### src/tpv_cfg.svh
/*
  register addresses, field positions, reset values and timing counts of the
  tuner test/synthesizer/oscillator control bank.
  assumes a 50 MHz system clock.
*/
`ifndef TPV_CFG_SVH
`define TPV_CFG_SVH

// ==========================================================================
// register addresses
`define TPV_ADDR_TEST 8'h00
`define TPV_ADDR_PLL 8'h01
`define TPV_ADDR_VCO 8'h02

// ==========================================================================
// reset values (recommended defaults)
`define TPV_RST_TEST 8'h10
`define TPV_RST_PLL 8'hf1
`define TPV_RST_VCO 8'hd8
// search pair and automatic pump code agree with the programmed defaults, so
// nothing moves on the first edge after reset
`define TPV_RST_BAND 5'h1b
`define TPV_RST_AUTO_PUMP 2'h3
`define TPV_RST_STATUS1 8'h1d

// ==========================================================================
// filter_trim_and_diagnostics fields
`define TPV_CENTER_HI 7
`define TPV_CENTER_LO 5
`define TPV_TRIM_SRC 4
`define TPV_MIX_DIS 3
`define TPV_DIAG_HI 2
`define TPV_DIAG_LO 0
`define TPV_CENTER_NOMINAL 3'h4
`define TPV_CENTER_RESERVED 3'h2

// ==========================================================================
// synth_charge_pump_control fields
`define TPV_PUMP_HI 7
`define TPV_PUMP_LO 6
`define TPV_PUMP_AUTO 5
`define TPV_PREBIAS_EN 4
`define TPV_REF_PB_TIME 3
`define TPV_LO_PB_TIME 2
`define TPV_PUMP_ON_TIME 1
`define TPV_AUTOSEL_EN 0

// ==========================================================================
// oscillator_selection fields
`define TPV_CORE_HI 7
`define TPV_CORE_LO 6
`define TPV_SUB_HI 5
`define TPV_SUB_LO 3
`define TPV_ADC_LATCH 2
`define TPV_ADC_READ 1
`define TPV_TIMING_CUR 0

// ==========================================================================
// timing
`define TPV_CLK_MHZ 50
`define TPV_REF_PB_SHORT_NS 280
`define TPV_REF_PB_LONG_NS 650
`define TPV_LO_PB_SHORT_NS 500
`define TPV_LO_PB_LONG_NS 1000
`define TPV_NS_TO_CYC(ns) (((ns) * `TPV_CLK_MHZ + 999) / 1000)
`define TPV_REF_PB_SHORT_CYC `TPV_NS_TO_CYC(`TPV_REF_PB_SHORT_NS)
`define TPV_REF_PB_LONG_CYC `TPV_NS_TO_CYC(`TPV_REF_PB_LONG_NS)
`define TPV_LO_PB_SHORT_CYC `TPV_NS_TO_CYC(`TPV_LO_PB_SHORT_NS)
`define TPV_LO_PB_LONG_CYC `TPV_NS_TO_CYC(`TPV_LO_PB_LONG_NS)
// settling wait per autoselect step, slower with the smaller timing current
`define TPV_SETTLE_1UA_CYC 7'h40
`define TPV_SETTLE_2UA_CYC 7'h20
// tuning-voltage adc codes that mean rail-low and rail-high
`define TPV_ADC_LOW 3'h0
`define TPV_ADC_HIGH 3'h7

`endif

### src/tpv_pkg.sv
/*
  types of the tuner control bank.
  assumes tpv_cfg.svh for numeric constants.
*/
package tpv_pkg;

  typedef enum logic [2:0] {
    DIAG_NORMAL,
    DIAG_PUMP_SOURCE,
    DIAG_PUMP_SINK,
    DIAG_PUMP_HIZ,
    DIAG_POWER_DETECT,
    DIAG_N_DIV,
    DIAG_R_DIV,
    DIAG_LO
  } tpv_diag_t;

  typedef enum logic [1:0] {
    TEST_PIN_OFF,
    TEST_PIN_N_DIV,
    TEST_PIN_R_DIV,
    TEST_PIN_LO
  } tpv_test_pin_t;

  typedef enum {
    AS_IDLE,
    AS_SETTLE,
    AS_CHECK
  } tpv_as_state_t;

  typedef struct packed {
    logic valid;
    logic [7:0] addr;
    logic [7:0] data;
  } tpv_write_t;

  typedef struct packed {
    logic useFactoryTrim;
    logic [2:0] filterCenterCode;
    logic centerReserved;
    logic mixerDisable;
    logic forceSource;
    logic forceSink;
    logic forceHiZ;
    logic powerDetectPin;
    tpv_test_pin_t testPin;
    logic [1:0] pumpCurrent;
    logic pumpOnLong;
    logic pumpOn;
    logic prebiasActive;
    logic [1:0] oscCore;
    logic [2:0] oscSubband;
    logic timingCurrent2uA;
  } tpv_ctrl_t;

  typedef struct packed {
    logic [7:0] byte1;
    logic [7:0] byte2;
  } tpv_status_t;

endpackage : tpv_pkg

### src/tpv_pulse_timer.sv
/*
  one-shot timer: a start pulse holds active high for a loaded cycle count.
  assumes start and length are synchronous to clk.
*/
`timescale 1ns/100ps
`default_nettype none

module tpv_pulse_timer
(
  input wire logic clk,
  input wire logic reset_n,
  input wire logic start,
  input wire logic [5:0] length,
  output logic active
);

  typedef struct packed {
    logic [5:0] count;
  } tpv_timer_state_t;

  tpv_timer_state_t state;
  tpv_timer_state_t next_state;

  always_comb
  begin
    next_state = state;
    if (start)
    begin
      next_state.count = length;
    end
    else if (state.count != 6'h00)
    begin
      next_state.count = state.count - 6'h01;
    end
  end

  always_ff @(posedge clk or negedge reset_n)
  begin
    if (!reset_n)
    begin
      state <= '0;
    end
    else
    begin
      state <= next_state;
    end
  end

  assign active = (state.count != 6'h00);

endmodule : tpv_pulse_timer

`default_nettype wire

### src/tpv_regs.sv
/*
  test, synthesizer and oscillator control registers of the tuner, with the
  oscillator autoselect search, tuning adc capture and prebias timing.
  assumes the two-wire slave delivers each decoded register write as one
  strobe with address and data, and a pulse when a status read ends.
*/
// Contract
// - three-bit centre code scales filter centre; 100 nominal; used only without trim
// - trim source one uses factory trim, zero uses manual centre code
// - mixer disable one turns quadrature mixers off, zero runs them
// - diagnostic codes 000-011: normal, force source, force sink, pump high-z
// - diagnostic 100 power detector pin; 101-111 N, R, LO on test pin
// - two-bit pump current code: 1.5 mA plus 0.5 mA per step
// - pump current auto picks current from adc reads, else manual code
// - prebias enable bit turns charge-pump prebias on or off
// - reference divider prebias time: 280 ns or 650 ns
// - lo divider prebias time: 500 ns or 1000 ns
// - pump on-time bit: 2.5 ns or 5 ns
// - autoselect enable runs search; zero uses manual core and sub-band
// - core select picks one of four oscillators; autoselect start point
// - sub-band select picks sub-band 0-7; autoselect start point
// - with autoselect off, adc latch bit freezes tuning adc value
// - timing current bit: 1 uA or 2 uA for autoselect time constant
// - status returns the pump current in effect, same encoding
// - status bit is one only when autoselect succeeded
`timescale 1ns/100ps
`default_nettype none
`include "tpv_cfg.svh"

module tpv_regs
(
  input wire logic clk,
  input wire logic reset_n,
  input wire tpv_pkg::tpv_write_t wr,
  input wire logic statusReadDone,
  input wire logic [2:0] tuneAdc,
  input wire logic refDivEvent,
  input wire logic loDivEvent,
  input wire logic phaseEvent,
  output var tpv_pkg::tpv_ctrl_t ctrl,
  output var tpv_pkg::tpv_status_t status
);
  import tpv_pkg::*;

  // ========================================================================
  // state
  typedef struct packed {
    logic [7:0] test;
    logic [7:0] pll;
    logic [7:0] oscillator_selection;
    tpv_as_state_t asState;
    logic [4:0] band;
    logic [6:0] settleCnt;
    logic [2:0] adcValue;
    logic [1:0] autoPump;
    logic success;
    logic powerCycled;
    logic pumpOn;
    tpv_ctrl_t ctrl;
    tpv_status_t status;
  } tpv_state_t;

  tpv_state_t state;
  tpv_state_t next_state;

  logic refPrebias;
  logic loPrebias;
  logic [5:0] refLength;
  logic [5:0] loLength;

  // ========================================================================
  // helpers

  // lower adc readings mean a low tuning voltage and a weaker loop, so
  // the pump is pushed harder there
  function automatic logic [1:0] pumpFromAdc(input logic [2:0] adc);
    logic [1:0] code;
    code = 2'h3 - adc[2:1];
    return code;
  endfunction : pumpFromAdc

  function automatic logic [6:0] settleTime(input logic current2uA);
    logic [6:0] cycles;
    cycles = current2uA ? `TPV_SETTLE_2UA_CYC : `TPV_SETTLE_1UA_CYC;
    return cycles;
  endfunction : settleTime

  // ========================================================================
  // prebias timers
  always_comb
  begin
    refLength = state.pll[`TPV_REF_PB_TIME] ? 6'(`TPV_REF_PB_LONG_CYC)
                                             : 6'(`TPV_REF_PB_SHORT_CYC);
    loLength = state.pll[`TPV_LO_PB_TIME] ? 6'(`TPV_LO_PB_LONG_CYC)
                                           : 6'(`TPV_LO_PB_SHORT_CYC);
  end

  tpv_pulse_timer refTimer
  (
    .clk(clk),
    .reset_n(reset_n),
    .start(refDivEvent && state.pll[`TPV_PREBIAS_EN]),
    .length(refLength),
    .active(refPrebias)
  );

  tpv_pulse_timer loTimer
  (
    .clk(clk),
    .reset_n(reset_n),
    .start(loDivEvent && state.pll[`TPV_PREBIAS_EN]),
    .length(loLength),
    .active(loPrebias)
  );

  // ========================================================================
  // next state
  always_comb
  begin
    logic autoEn;
    logic startSearch;
    logic adcSample;
    logic [2:0] code;
    logic [2:0] diag;
    next_state = state;
    autoEn = 1'b0;
    startSearch = 1'b0;
    adcSample = 1'b0;
    code = 3'h0;
    diag = 3'h0;

    // register writes; the host is expected to program every register
    // after power-up, the reset values only stand in until then
    if (wr.valid)
    begin
      if (wr.addr == `TPV_ADDR_TEST)
      begin
        next_state.test = wr.data;
      end
      else if (wr.addr == `TPV_ADDR_PLL)
      begin
        next_state.pll = wr.data;
        startSearch = 1'b1;
      end
      else if (wr.addr == `TPV_ADDR_VCO)
      begin
        next_state.oscillator_selection = wr.data;
        startSearch = 1'b1;
      end
    end
    autoEn = next_state.pll[`TPV_AUTOSEL_EN];

    // autoselect search over the 32 core/sub-band pairs
    case (state.asState)
      AS_IDLE:
      begin
      end
      AS_SETTLE:
      begin
        if (state.settleCnt != 7'h00)
        begin
          next_state.settleCnt = state.settleCnt - 7'h01;
        end
        else
        begin
          next_state.asState = AS_CHECK;
        end
      end
      AS_CHECK:
      begin
        adcSample = 1'b1;
        next_state.asState = AS_SETTLE;
        next_state.settleCnt = settleTime(state.oscillator_selection[`TPV_TIMING_CUR]);
        if (tuneAdc == `TPV_ADC_LOW)
        begin
          if (state.band == 5'h00)
          begin
            next_state.asState = AS_IDLE;
          end
          else
          begin
            next_state.band = state.band - 5'h01;
          end
        end
        else if (tuneAdc == `TPV_ADC_HIGH)
        begin
          if (state.band == 5'h1f)
          begin
            next_state.asState = AS_IDLE;
          end
          else
          begin
            next_state.band = state.band + 5'h01;
          end
        end
        else
        begin
          next_state.asState = AS_IDLE;
          next_state.success = 1'b1;
        end
      end
      default:
      begin
        next_state.asState = AS_IDLE;
      end
    endcase

    // a new synthesizer or oscillator write restarts the search from the programmed pair
    if (startSearch && autoEn)
    begin
      next_state.asState = AS_SETTLE;
      next_state.band = {next_state.oscillator_selection[`TPV_CORE_HI:`TPV_CORE_LO],
                         next_state.oscillator_selection[`TPV_SUB_HI:`TPV_SUB_LO]};
      next_state.settleCnt = settleTime(next_state.oscillator_selection[`TPV_TIMING_CUR]);
      next_state.success = 1'b0;
    end
    else if (!autoEn)
    begin
      next_state.asState = AS_IDLE;
      next_state.success = 1'b0;
    end

    // manual mode: reads allowed by read enable, frozen by the latch bit
    if (!autoEn && state.oscillator_selection[`TPV_ADC_READ] && !state.oscillator_selection[`TPV_ADC_LATCH])
    begin
      adcSample = 1'b1;
    end
    if (adcSample)
    begin
      next_state.adcValue = tuneAdc;
      next_state.autoPump = pumpFromAdc(tuneAdc);
    end

    // power-cycle flag falls when a status read ends
    if (statusReadDone)
    begin
      next_state.powerCycled = 1'b0;
    end

    // pump on-time shorter than a clock period: one cycle per phase event
    next_state.pumpOn = phaseEvent;

    // ----------------------------------------------------------------------
    // registered control outputs
    code = next_state.test[`TPV_CENTER_HI:`TPV_CENTER_LO];
    diag = next_state.test[`TPV_DIAG_HI:`TPV_DIAG_LO];
    next_state.ctrl.useFactoryTrim = next_state.test[`TPV_TRIM_SRC];
    next_state.ctrl.centerReserved = (code == `TPV_CENTER_RESERVED);
    // the reserved code has no defined scaling, so nominal is driven instead
    next_state.ctrl.filterCenterCode = (code == `TPV_CENTER_RESERVED)
                                       ? `TPV_CENTER_NOMINAL : code;
    next_state.ctrl.mixerDisable = next_state.test[`TPV_MIX_DIS];
    next_state.ctrl.forceSource = (diag == DIAG_PUMP_SOURCE);
    next_state.ctrl.forceSink = (diag == DIAG_PUMP_SINK);
    next_state.ctrl.forceHiZ = (diag == DIAG_PUMP_HIZ);
    next_state.ctrl.powerDetectPin = (diag == DIAG_POWER_DETECT);
    if (diag == DIAG_N_DIV)
    begin
      next_state.ctrl.testPin = TEST_PIN_N_DIV;
    end
    else if (diag == DIAG_R_DIV)
    begin
      next_state.ctrl.testPin = TEST_PIN_R_DIV;
    end
    else if (diag == DIAG_LO)
    begin
      next_state.ctrl.testPin = TEST_PIN_LO;
    end
    else
    begin
      next_state.ctrl.testPin = TEST_PIN_OFF;
    end
    next_state.ctrl.pumpCurrent = next_state.pll[`TPV_PUMP_AUTO]
                                  ? next_state.autoPump
                                  : next_state.pll[`TPV_PUMP_HI:`TPV_PUMP_LO];
    next_state.ctrl.pumpOnLong = next_state.pll[`TPV_PUMP_ON_TIME];
    next_state.ctrl.pumpOn = next_state.pumpOn;
    next_state.ctrl.prebiasActive = refPrebias || loPrebias;
    if (autoEn)
    begin
      next_state.ctrl.oscCore = next_state.band[4:3];
      next_state.ctrl.oscSubband = next_state.band[2:0];
    end
    else
    begin
      next_state.ctrl.oscCore = next_state.oscillator_selection[`TPV_CORE_HI:`TPV_CORE_LO];
      next_state.ctrl.oscSubband = next_state.oscillator_selection[`TPV_SUB_HI:`TPV_SUB_LO];
    end
    next_state.ctrl.timingCurrent2uA = next_state.oscillator_selection[`TPV_TIMING_CUR];

    // ----------------------------------------------------------------------
    // registered status bytes
    next_state.status.byte1 = {3'h0,
                               next_state.ctrl.pumpCurrent,
                               next_state.powerCycled,
                               next_state.success,
                               next_state.asState == AS_IDLE};
    next_state.status.byte2 = {next_state.ctrl.oscCore,
                               next_state.ctrl.oscSubband,
                               next_state.adcValue};
  end

  // ========================================================================
  // registers
  always_ff @(posedge clk or negedge reset_n)
  begin
    if (!reset_n)
    begin
      state <= '0;
      state.test <= `TPV_RST_TEST;
      state.pll <= `TPV_RST_PLL;
      state.oscillator_selection <= `TPV_RST_VCO;
      state.asState <= AS_IDLE;
      state.band <= `TPV_RST_BAND;
      state.autoPump <= `TPV_RST_AUTO_PUMP;
      state.powerCycled <= 1'b1;
      state.ctrl.useFactoryTrim <= 1'b1;
      state.ctrl.filterCenterCode <= 3'h0;
      state.ctrl.pumpCurrent <= 2'h3;
      state.ctrl.oscCore <= 2'h3;
      state.ctrl.oscSubband <= 3'h3;
      state.status <= '{byte1: `TPV_RST_STATUS1, byte2: `TPV_RST_VCO};
    end
    else
    begin
      state <= next_state;
    end
  end

  assign ctrl = state.ctrl;
  assign status = state.status;

endmodule : tpv_regs

`default_nettype wire

### config.mk
export PLATFORM = sky130hd
export DESIGN_NAME = tpv_regs
export DESIGN_NICKNAME = d
export VERILOG_FILES = /design/src/tpv_pkg.sv /design/src/tpv_pulse_timer.sv /design/src/tpv_regs.sv
export VERILOG_INCLUDE_DIRS = /design/src
export SDC_FILE = /design/constraint.sdc
export NUM_CORES = 1
export LEC_CHECK = 0
export ABC_CLOCK_PERIOD_IN_PS = 3800
export BUFFER_PORTS_ARGS = -buffer_cell sky130_fd_sc_hd__clkbuf_2
export CORE_ASPECT_RATIO = 1.1
export CORE_MARGIN = 1.5
export CORE_UTILIZATION = 40
export CTS_CLUSTER_DIAMETER = 60
export DETAILED_ROUTE_END_ITERATION = 10
export HOLD_SLACK_MARGIN = 0.03
export SETUP_SLACK_MARGIN = 0.02
export SLEW_MARGIN = 30
export SYNTH_ARGS = -nofsm -noshare
export SYNTH_HDL_FRONTEND = slang
export SYNTH_HIERARCHICAL = 1
export SYNTH_SLANG_ARGS = --single-unit
### constraint.sdc
create_clock -name clk -period 3.8 [get_ports clk]
set_input_delay 0.76 -clock clk [delete_from_list [all_inputs] [get_ports clk]]
set_output_delay 0.76 -clock clk [all_outputs]
set_load 0.01 [all_outputs]
Yosys cells after proc, flatten, opt, wreduce, memory -nomap -nowiden
Index checks and enable logic that the tools add are counted.
W data, S select, Z words.
{ "classes": {"n_addsub": 6, "n_eq_ne": 15, "muxes": 48, "bitwise_logic": 2, "reduce_logical": 22} }
{ "op_table": {"columns": ["cell", "count"], "rows": [
  ["$mux W32", 3],
  ["$pmux W32 S3", 1],
  ["$logic_not A32 Y1", 2],
  ["$mux W37", 1],
  ["$mux W6", 6],
  ["$eq A32 B1 Y1 const B", 1],
  ["$eq A32 B2 Y1 const B", 1],
  ["$mux W8", 4],
  ["$mux W5", 6],
  ["$mux W24", 1],
  ["$mux W7", 3],
  ["$mux W16", 1],
  ["$eq A3 B3 Y1 const B", 5],
  ["$mux W1", 15],
  ["$pmux W7 S2", 1],
  ["$mux W12", 1],
  ["$reduce_bool A6 Y1", 2],
  ["$sub A6 B1 Y6 const B", 2],
  ["$eq A3 B2 Y1 const B", 3],
  ["$eq A8 B1 Y1 const B", 1],
  ["$eq A8 B2 Y1 const B", 1],
  ["$logic_not A8 Y1", 1],
  ["$mux W2", 4],
  ["$reduce_bool A7 Y1", 1],
  ["other kinds (19)", 26]
]} }
{ "totals": {"reg_bits": 123, "inputBits": 26, "out_inout_bits": 39, "elab_cells": 125} }

Longest topological paths before layout
Gate-level depths: netlist (run 1).
{ "depth": {"word_depth": 11, "depth_mapped": 8, "mapped_depth_nobuf": 8} }

Hierarchy
The synthesis (run 1) kept the hierarchy.
{ "by_module_without_submodules": {"columns": ["module", "instances", "cells_each", "area_per_inst_um2", "seq_area_each_um2"], "rows": [
  ["tpv_regs", 1, 346, 4134.0, 2407.3],
  ["tpv_pulse_timer", 2, 40, 384.1, 150.1]
]} }

Worst setup path before layout (run 1)
Ideal clock, no wire load.
{ "synth_path": {"path_kind": "input to register", "from": "in wr[15] (netlist name)", "to": "reg, netlist name status[0]", "setup_ns": 0.125, "t_arrival_ns": 2.166, "required_ns": 3.675, "path_slack_ns": 1.509, "stages": 6, "n_path_buf": 1, "path_cell_list": "nor4_4 nand4_2 o2bb2ai_2 o21bai_2 buf_4 mux2_2"} }
{ "synth_lines": {"columns": ["element", "line_no", "rtl"], "rows": [
  ["start: declaration", "tpv_regs.sv:34", "input wire tpv_pkg::tpv_write_t wr,"]
]} }

==> PnR_summary.wiki, run 1 <==
{| class="wikitable"
! Metric !! Value
|-
| Area leader, netlist || sky130_fd_sc_hd__dfrtp_1
|-
| Clk_lat worst skew || ~0.34 ns
|-
| # DRC || 0
|-
| Ranking of synthesized cells by area || sky130_fd_sc_hd__dfrtp_1 (42%), sky130_fd_sc_hd__dfstp_2 (13%), sky130_fd_sc_hd__buf_4 (6.3%)
|-
| Filler Cell Count || between 1000 and 1500
|-
| Worst Tran Pin Value || about 0.76 ns
|-
| Number of flops mapped to enable cells by yosys || 0
|-
| P_leak || between 2 and 3 nW
|-
| Unique cell type count in the Yosys netlist || 60
|-
| Worst IR drop on VDD || around 0.24 mV
|-
| CTS H-Tree Depth || 3
|-
| Sinks on the clock net || 107
|-
| Share of layout cells above drive strength 1 || 0.289
|-
| Total gr overflow || 0
|-
| First-pass DRT Iterations || 4
|-
| Setup Skew || roughly 0.0091 ns
|-
| Largest family of logic cells by synthesized area || simple AND/OR/NAND/NOR gates
|-
| Path category of the worst min-delay check || in -> async
|-
| Cell family with most CP delay || compound AO/OA/AOI/OAI gates
|-
| Hold Violations, Final || 0
|-
| Fmax || between 400 and 500 MHz
|-
| Post-synthesis to final-layout area growth || 12.8%
|-
| Max-slew headroom || 0.496
|-
| Number of buffers inserted by hold repair at cts || 0
|-
| Max-slew violations || 0
|-
| Number of buffers and inverters on the critical path || 1
|-
| Iter 0 DRT Violations || 139
|-
| Crit path capture type || flip-flop
|-
| Drt total wl || roughly 8600 um
|-
| Diodes inserted || 0
|-
| Yosys synthesis warning count || 6
|-
| Inserted Clock Buffers || 9
|-
| Final TNS setup || 0 ns
|-
| Setup repair after global routing missed its margin || false
|-
| Biggest fanout along the worst timing path || 11
|-
| Worst path setup slack after routing || approximately 1.4 ns
|-
| Number of gates given a new drive strength after cts || 0
|-
| Xor and xnor fraction of the mapped netlist area || 0.0197
|-
| Final layout net count || between 500 and 600
|-
| Minimum clock period || 2.40 ns
|-
| Wirelength per Cell || 13.3 um
|-
| Area of the multi-input gates || roughly 1900 um^2
|-
| Post-CTS setup buffers || 0
|-
| Number of max-capacitance violations reported || 0
|-
| Fraction of synthesized area in multiplexers || 0.0855
|-
| Maximum buffer depth of the clock tree || 2
|-
| Syn avg cell area || around 12 um^2
|-
| Total area of sequential cells || between 2000 and 3000 um^2
|-
| Area fraction in and, or, nand and nor cells after synthesis || 0.140
|-
| Routed via count || about 3100
|-
| TritonCTS clock tree || built
|-
| Gp weighted congestion || 0.835
|-
| Number of global-route vias before repair || ~3000
|-
| Power per Cell Area || around 500 nW/um^2
|-
| Fin crit share || 0.630
|-
| HPWL after detailed placement || ~6200 um
|-
| Stages on the worst setup path || 6
|-
| Number of standard-cell rows in the floorplan || between 40 and 50
|-
| Die Y || approximately 120 um
|-
| Slowest library cell on the worst path || sky130_fd_sc_hd__o21bai_2
|-
| Number of cells on the worst reg-to-reg path || 6
|-
| Clock transition at path regs || 0.07 ns
|-
| Outcome || complete, no violations
|-
| Floorplan die area || roughly 13000 um^2
|-
| Worst setup timing slack at the placement stage || between 1 and 1.5 ns
|-
| Compound-gate portion of the synthesized area || 0.0881
|-
| Worst EP arrival || about 2.6 ns
|-
| Synth Flop Type || sky130_fd_sc_hd__dfrtp_1
|-
| Core outline area || ~12000 um^2
|-
| Initial core utilization || 0.409
|-
| All-Layer GR Usage || 0.144
|-
| Synth Register Bits || ~110
|-
| IO Count || 65
|-
| Fraction of the mapped netlist area in adder cells || 0.0230
|-
| Largest net degree at the start of global routing || between 50 and 60
|-
| Average via count per standard cell || between 4 and 5
|-
| Final ANT Viol Nets || 0
|-
| Sequential-to-total area share from yosys stat || 0.552
|-
| First-pass GRT wire length || between 10000 and 15000 um
|-
| Horizontal extent of the die || around 110 um
|-
| Antenna violations before repair || 0
|-
| Chain of cells forming the critical path || clkbuf_2 > nor4_4 > nand4_2 > o2bb2ai_2 > o21bai_2 > mux2_2
|-
| Root buf cell || sky130_fd_sc_hd__clkbuf_16
|-
| Crit Path Category || in -> reg
|-
| Delay of the slowest cell on the worst path || 0.43 ns
|-
| Post-Syn Area || just under 5000 um^2
|-
| Proportion of netlist area held by the largest area contributor || 0.424
|-
| Data required, critical path || 4.03 ns
|-
| IO Port Bufs || 61
|-
| Async set or reset register ratio after synthesis || 1.00
|-
| # setup viols final || 0
|-
| Syn Inst Count || approximately 430
|-
| Worst setup SP type || input pin
|}
## cells in the mapped netlist, types with 2 or more instances
cell,instances
sky130_fd_sc_hd__or3_4,2
sky130_fd_sc_hd__nor3_1,16
sky130_fd_sc_hd__o31ai_2,2
sky130_fd_sc_hd__buf_4,41
sky130_fd_sc_hd__a31oi_1,3
sky130_fd_sc_hd__nor4_1,11
sky130_fd_sc_hd__nor2b_1,12
sky130_fd_sc_hd__o21ai_1,3
sky130_fd_sc_hd__nand3_1,4
sky130_fd_sc_hd__a311oi_1,2
sky130_fd_sc_hd__inv_1,23
sky130_fd_sc_hd__nor4_2,2
sky130_fd_sc_hd__o31ai_1,6
sky130_fd_sc_hd__o21ai_0,8
sky130_fd_sc_hd__xnor2_1,9
sky130_fd_sc_hd__a22o_1,2
sky130_fd_sc_hd__a21oi_1,21
sky130_fd_sc_hd__conb_1,2
sky130_fd_sc_hd__dfstp_2,24
sky130_fd_sc_hd__or3b_4,2
sky130_fd_sc_hd__mux2_2,19
sky130_fd_sc_hd__dfrtp_1,83
sky130_fd_sc_hd__buf_2,3
sky130_fd_sc_hd__mux2i_1,19
sky130_fd_sc_hd__and3_1,2
sky130_fd_sc_hd__nand2b_1,6
sky130_fd_sc_hd__clkbuf_1,5
sky130_fd_sc_hd__o21a_1,3
sky130_fd_sc_hd__xor2_1,2
sky130_fd_sc_hd__nor2_1,23
sky130_fd_sc_hd__nand2_1,24
sky130_fd_sc_hd__ha_1,9
sky130_fd_sc_hd__a221o_1,2
sky130_fd_sc_hd__and2_1,4
sky130_fd_sc_hd__nand4_1,2
## where the power goes
part	leakage (nW)	internal [mW]	switching (mW)
sequential	1.26	1.27	0.111
combinational	1.14	0.220	0.232
clock	0.149	0.537	0.420
## logic make-up after synthesis
family	count (synthesis)
xor gates and xnor gates	11
muxes	39
and+or+nand+nor	122
other	2
adders and majority gates	9
buffers and inverters	73
DFF	107
AOI/OAI and AO/OA	63
## worst paths after layout
kind	startpoint	to	slack, ns
setup reg to reg	state[64]	status[1]	1.59
hold / removal	reset_n	loTimer/state[4]	0.47
min in group clk	status[10]	status[10]	0.48
max in group asynchronous	reset_n	status[6]	2.53
hold reg to reg	status[10]	status[10]	0.48
setup / recovery	wr[15]	status[1]	1.40
## worst reg2reg max path, delay by kind of cell (launching register included)
kind                   cells  cell delay, ns
and+or+nand+nor            3            0.83
buffers and inverters      1            0.23
muxes                      1            0.39
AOI/OAI and AO/OA          1            0.27
DFF                        1            0.36
## flip-flops by register name (all words and copies together), names as in the netlist
signal and cells:
state 70, loTimer/state 6, ctrl 14, status 11
refTimer/state 6
## stage by stage
| stage | instance area (um^2) | hold WS, ns | power, mW | util | cells |
|---|---|---|---|---|---|
| finish | 5530 | 0.468 | 2.79 | 0.462 | 645 |
| global route | 5530 | 0.498 | 2.96 | 0.462 | 645 |
| CTS | 5530 | 0.485 | 2.83 | 0.462 | 645 |
| detailed placement | 5220 | 0.475 | 1.86 | 0.436 | 629 |
| global placement | 5220 | 0.467 | 1.85 | 0.436 | 629 |
| floorplan | 5030 | 0.450 | 1.74 | - | 460 |
## per-layer routing
metal  global-route usage  wire (um)
met1                0.198       3970
met2                0.227       4180
met3               0.0323        364
met4               0.0395         84
met5                    0          0
## cell type report
cell class	count	area share
Timing Repair Buffer	65	0.0633
Clock buffer	10	0.0432
Tap cell	154	0.0348
Inverter	23	0.0156
Sequential cell	107	0.489
Clock inverter	6	0.0131
Multi-Input combinational cell	280	0.340
## layout by cell type, fill, tap and decap left out, types with 11 or more instances in the layout
| cell type | count |
|---|---|
| sky130_fd_sc_hd__a21oi_1 | 21 |
| sky130_fd_sc_hd__mux2_2 | 19 |
| sky130_fd_sc_hd__nor2_1 | 23 |
| sky130_fd_sc_hd__dfstp_2 | 24 |
| sky130_fd_sc_hd__dfrtp_1 | 83 |
| sky130_fd_sc_hd__conb_1 | 36 |
| sky130_fd_sc_hd__nand2_1 | 24 |
| sky130_fd_sc_hd__nor2b_1 | 12 |
| sky130_fd_sc_hd__nor4_1 | 11 |
| sky130_fd_sc_hd__mux2i_1 | 19 |
| sky130_fd_sc_hd__nor3_1 | 16 |
| sky130_fd_sc_hd__clkbuf_2 | 60 |
| sky130_fd_sc_hd__inv_1 | 23 |
No activity file was read; power rests on OpenSTA's default activity.
==> inputs of run 2 (changes only) <==
Settings changed: ABC_CLOCK_PERIOD_IN_PS 3800 to 2200.
Clock period 3.8 ns to 2.2 ns, I/O delays scaled along.
==> run 2 against run 1 <==
Against the previous run: cell count is 3.6% higher; worst hold slack worse by 0.43 ns; wire length is 7.5% higher; via count is 2.9% higher; combinational power is 79% higher; setup slack worse by 1.3 ns; highest routed layer unchanged.
==> PnR_summary.wiki, run 2 (same netlist as run 1, synthesis figures left out) <==
{| class="wikitable"
! Metric !! Value
|-
| Cell Int Power || 3.49 mW (was 2.03 mW)
|-
| Initial core utilization || 0.409 (unchanged)
|-
| Number of standard-cell rows in the floorplan || 42 (unchanged)
|-
| Fin crit share || 0.962
|-
| Non-Filler Cell Area, Final || 5780 um^2 (was 5530 um^2)
|-
| Clk_lat worst skew || 0.35 ns (was 0.34 ns)
|-
| Power share of the clock group || 0.337 (was 0.343)
|-
| Cell family with most CP delay || simple AND/OR/NAND/NOR gates (was compound AO/OA/AOI/OAI gates)
|-
| Minimum clock period || ~2.1 ns
|-
| Busiest layer in global routing || met2 (unchanged)
|-
| Largest Register || state (unchanged)
|-
| Total gr overflow || 0 (unchanged)
|-
| Routing usage on met3 || 0.0356 (was 0.0323)
|-
| Wirelength per Cell || 13.8 um (was 13.3 um)
|-
| Max-slew violations || 0 (unchanged)
|-
| Die Y || 119 um (unchanged)
|-
| Slowest library cell on the worst path || sky130_fd_sc_hd__dfrtp_1 (was sky130_fd_sc_hd__o21bai_2)
|-
| Antenna violations before repair || 0 (unchanged)
|-
| First-pass DRT Iterations || 4 (unchanged)
|-
| Root buf cell || sky130_fd_sc_hd__clkbuf_16 (unchanged)
|-
| Internal reg-to-reg setup slack || 0.08 ns (was 1.59 ns)
|-
| Hold Violations, Final || 0 (unchanged)
|-
| Met1 Use GR || 0.199 (was 0.198)
|-
| Horizontal extent of the die || 109 um (unchanged)
|-
| Power per Cell Area || 836 nW/um^2 (was 505 nW/um^2)
|-
| Maximum buffer depth of the clock tree || 2 (unchanged)
|-
| Largest net degree at the start of global routing || 42 (was 58)
|-
| Final ANT Viol Nets || 0 (unchanged)
|-
| Final layout net count || 544 (was 521)
|-
| Iter 0 DRT Violations || 104 (was 139)
|-
| HPWL after detailed placement || 6520 um (was 6190 um)
|-
| Path category of the worst min-delay check || in -> async (unchanged)
|-
| P_leak || 2.68 nW (was 2.55 nW)
|-
| Placed standard-cell area || 5340 um^2 (was 5220 um^2)
|-
| All-Layer GR Usage || 0.149 (was 0.144)
|-
| Setup Skew || 0.0123 ns (was 0.00906 ns)
|-
| Switching part of the total power || 0.279 (was 0.273)
|-
| Core outline area || 12000 um^2 (unchanged)
|-
| CTS H-Tree Depth || 3 (unchanged)
|-
| Sequential share of power || 0.495 (about the same)
|-
| Sinks on the clock net || 107 (unchanged)
|-
| Data required, critical path || 2.43 ns (was 4.03 ns)
|-
| Crit path capture type || flip-flop (unchanged)
|-
| Gp weighted congestion || 0.805 (was 0.835)
|-
| Inserted Clock Buffers || 9 (unchanged)
|-
| Number of buffers inserted by hold repair at cts || 0 (unchanged)
|-
| Number of flip-flops in the largest register || 70 (unchanged)
|-
| Share of layout cells above drive strength 1 || 0.333 (was 0.289)
|-
| Diodes inserted || 0 (unchanged)
|-
| # DRC || 0 (unchanged)
|-
| IO Port Bufs || 61 (unchanged)
|-
| # setup viols final || 0 (unchanged)
|-
| Fmax || about 470 MHz
|-
| Final Core Density || 0.482 (was 0.462)
|-
| Most common library cell in the layout ignoring fill and taps || sky130_fd_sc_hd__dfrtp_1 (unchanged)
|-
| IO Count || 65 (unchanged)
|-
| Number of global-route vias before repair || 3098 (was 2931)
|-
| Logic pwr share || 0.168 (was 0.162)
|-
| Launching point of the worst reg2reg path || state[64] (unchanged)
|-
| Outcome || complete, no violations (unchanged)
|-
| Average via count per standard cell || 4.78 (was 4.81)
|-
| Chain of cells forming the critical path || nor4_2 > nand4_1 > buf_4 > nor4_4 > o21bai_4 > mux2_2 (was clkbuf_2 > nor4_4 > nand4_2 > o2bb2ai_2 > o21bai_2 > mux2_2)
|-
| Top flop regs || state: 70 flops, ctrl: 14 flops, status: 11 flops (unchanged)
|-
| Filler Cell Count || 1127 (was 1119)
|-
| Switching power of the nets || 1.35 mW (was 0.763 mW)
|-
| Routed via count || 3196 (was 3105)
|-
| Clock transition at path regs || 0.07 ns (about the same)
|-
| Setup repair after global routing missed its margin || true (was false)
|-
| First-pass GRT wire length || 15000 um (was 14500 um)
|-
| TritonCTS clock tree || built (unchanged)
|-
| Worst IR drop on VDD || 0.394 mV (was 0.237 mV)
|-
| Delay of the slowest cell on the worst path || 0.39 ns (was 0.43 ns)
|-
| Worst R2R End || status[1] (unchanged)
|-
| Number of cells on the worst reg-to-reg path || 6 (unchanged)
|-
| Fraction of met2 tracks used by global routing || 0.233 (was 0.227)
|-
| Post-synthesis to final-layout area growth || 17.9% (was 12.8%)
|-
| Drt total wl || 9240 um (was 8600 um)
|-
| Biggest fanout along the worst timing path || 6 (was 11)
|-
| Most frequent cells in the layout || sky130_fd_sc_hd__dfrtp_1 (83), sky130_fd_sc_hd__clkbuf_2 (60), sky130_fd_sc_hd__conb_1 (36) (unchanged)
|-
| Worst setup SP type || flip-flop (was input pin)
|-
| Number of max-capacitance violations reported || 0 (unchanged)
|-
| Crit Path Category || reg -> reg (was in -> reg)
|-
| Number of buffers and inverters on the critical path || 1 (unchanged)
|-
| Floorplan die area || 12900 um^2 (unchanged)
|-
| Worst EP arrival || 2.35 ns (was 2.62 ns)
|}
-- run 2: cell types whose count changed in the layout (fill, tap and decap cells not counted), moves of 2 or more --
cell,change
sky130_fd_sc_hd__nor4_1,-4
sky130_fd_sc_hd__o21ai_0,-6
sky130_fd_sc_hd__buf_4,+18
sky130_fd_sc_hd__nor4_2,+3
sky130_fd_sc_hd__o21ai_1,+6
sky130_fd_sc_hd__buf_6,+2
-- run 2: area by class of cell --
type,count,area [um^2],area share
sequential,107,2710,0.469
multi-input combinational,282,1960,0.340
timing repair buffer,86,528,0.0914
clock buffer,10,229,0.0396
tap,154,193,0.0333
inverter,23,86.3,0.0149
clock inverter,6,71.3,0.0123
-- run 2: worst max-delay path by stage --
stage               from  cells past startpoint  slack (ns)   endpoint
2_1_floorplan     wr[15]                      6        0.23  status[0]
3_3_place_gp      wr[15]                      7        0.03   ctrl[20]
3_5_place_dp      wr[15]                      7      -0.004   ctrl[20]
4_1_cts        state[70]                      6        0.02  status[1]
5_1_grt        state[64]                      8       -0.09  state[58]
6_report       state[64]                      6        0.08  status[1]
-- run 2: power groups by stage --
stage | Clock, mW | Sequential (mW) | Combinational [mW]
global placement | 0 | 2.42 | 0.781
finish | 1.63 | 2.39 | 0.811
floorplan | 0 | 2.37 | 0.634
CTS | 1.68 | 2.39 | 0.812
global route | 1.78 | 2.43 | 0.917
detailed placement | 0 | 2.43 | 0.807
-- run 2: per-stage QoR --
step / hold WS (ns) / std cells / TNS [ns] / setup slack [ns] / total power, mW
final: 0.0401 / 668 / 0 / 0.0847 / 4.83
after CTS: 0.0450 / 659 / 0 / 0.0207 / 4.88
after global routing: 0.0511 / 668 / -0.961 / -0.0879 / 5.12
after detailed placement: 0.416 / 643 / -0.00407 / -0.00384 / 3.23
after floorplan: 0.144 / 460 / 0 / 0.229 / 3.01
after global placement: 0.413 / 643 / 0 / 0.0321 / 3.20
-- run 2: what timing repair did --
item                       4_1_cts  5_1_grt
setup endpoints to repair        0       24
gates resized for setup          0       19
buffers inserted                 0        7
-- run 2: layer usage --
layer	vias to the layer above	wire length (um)
met3	15	402
met1	1553	4160
met2	60	4490
li1	1568	-
met5	-	0
met4	0	181
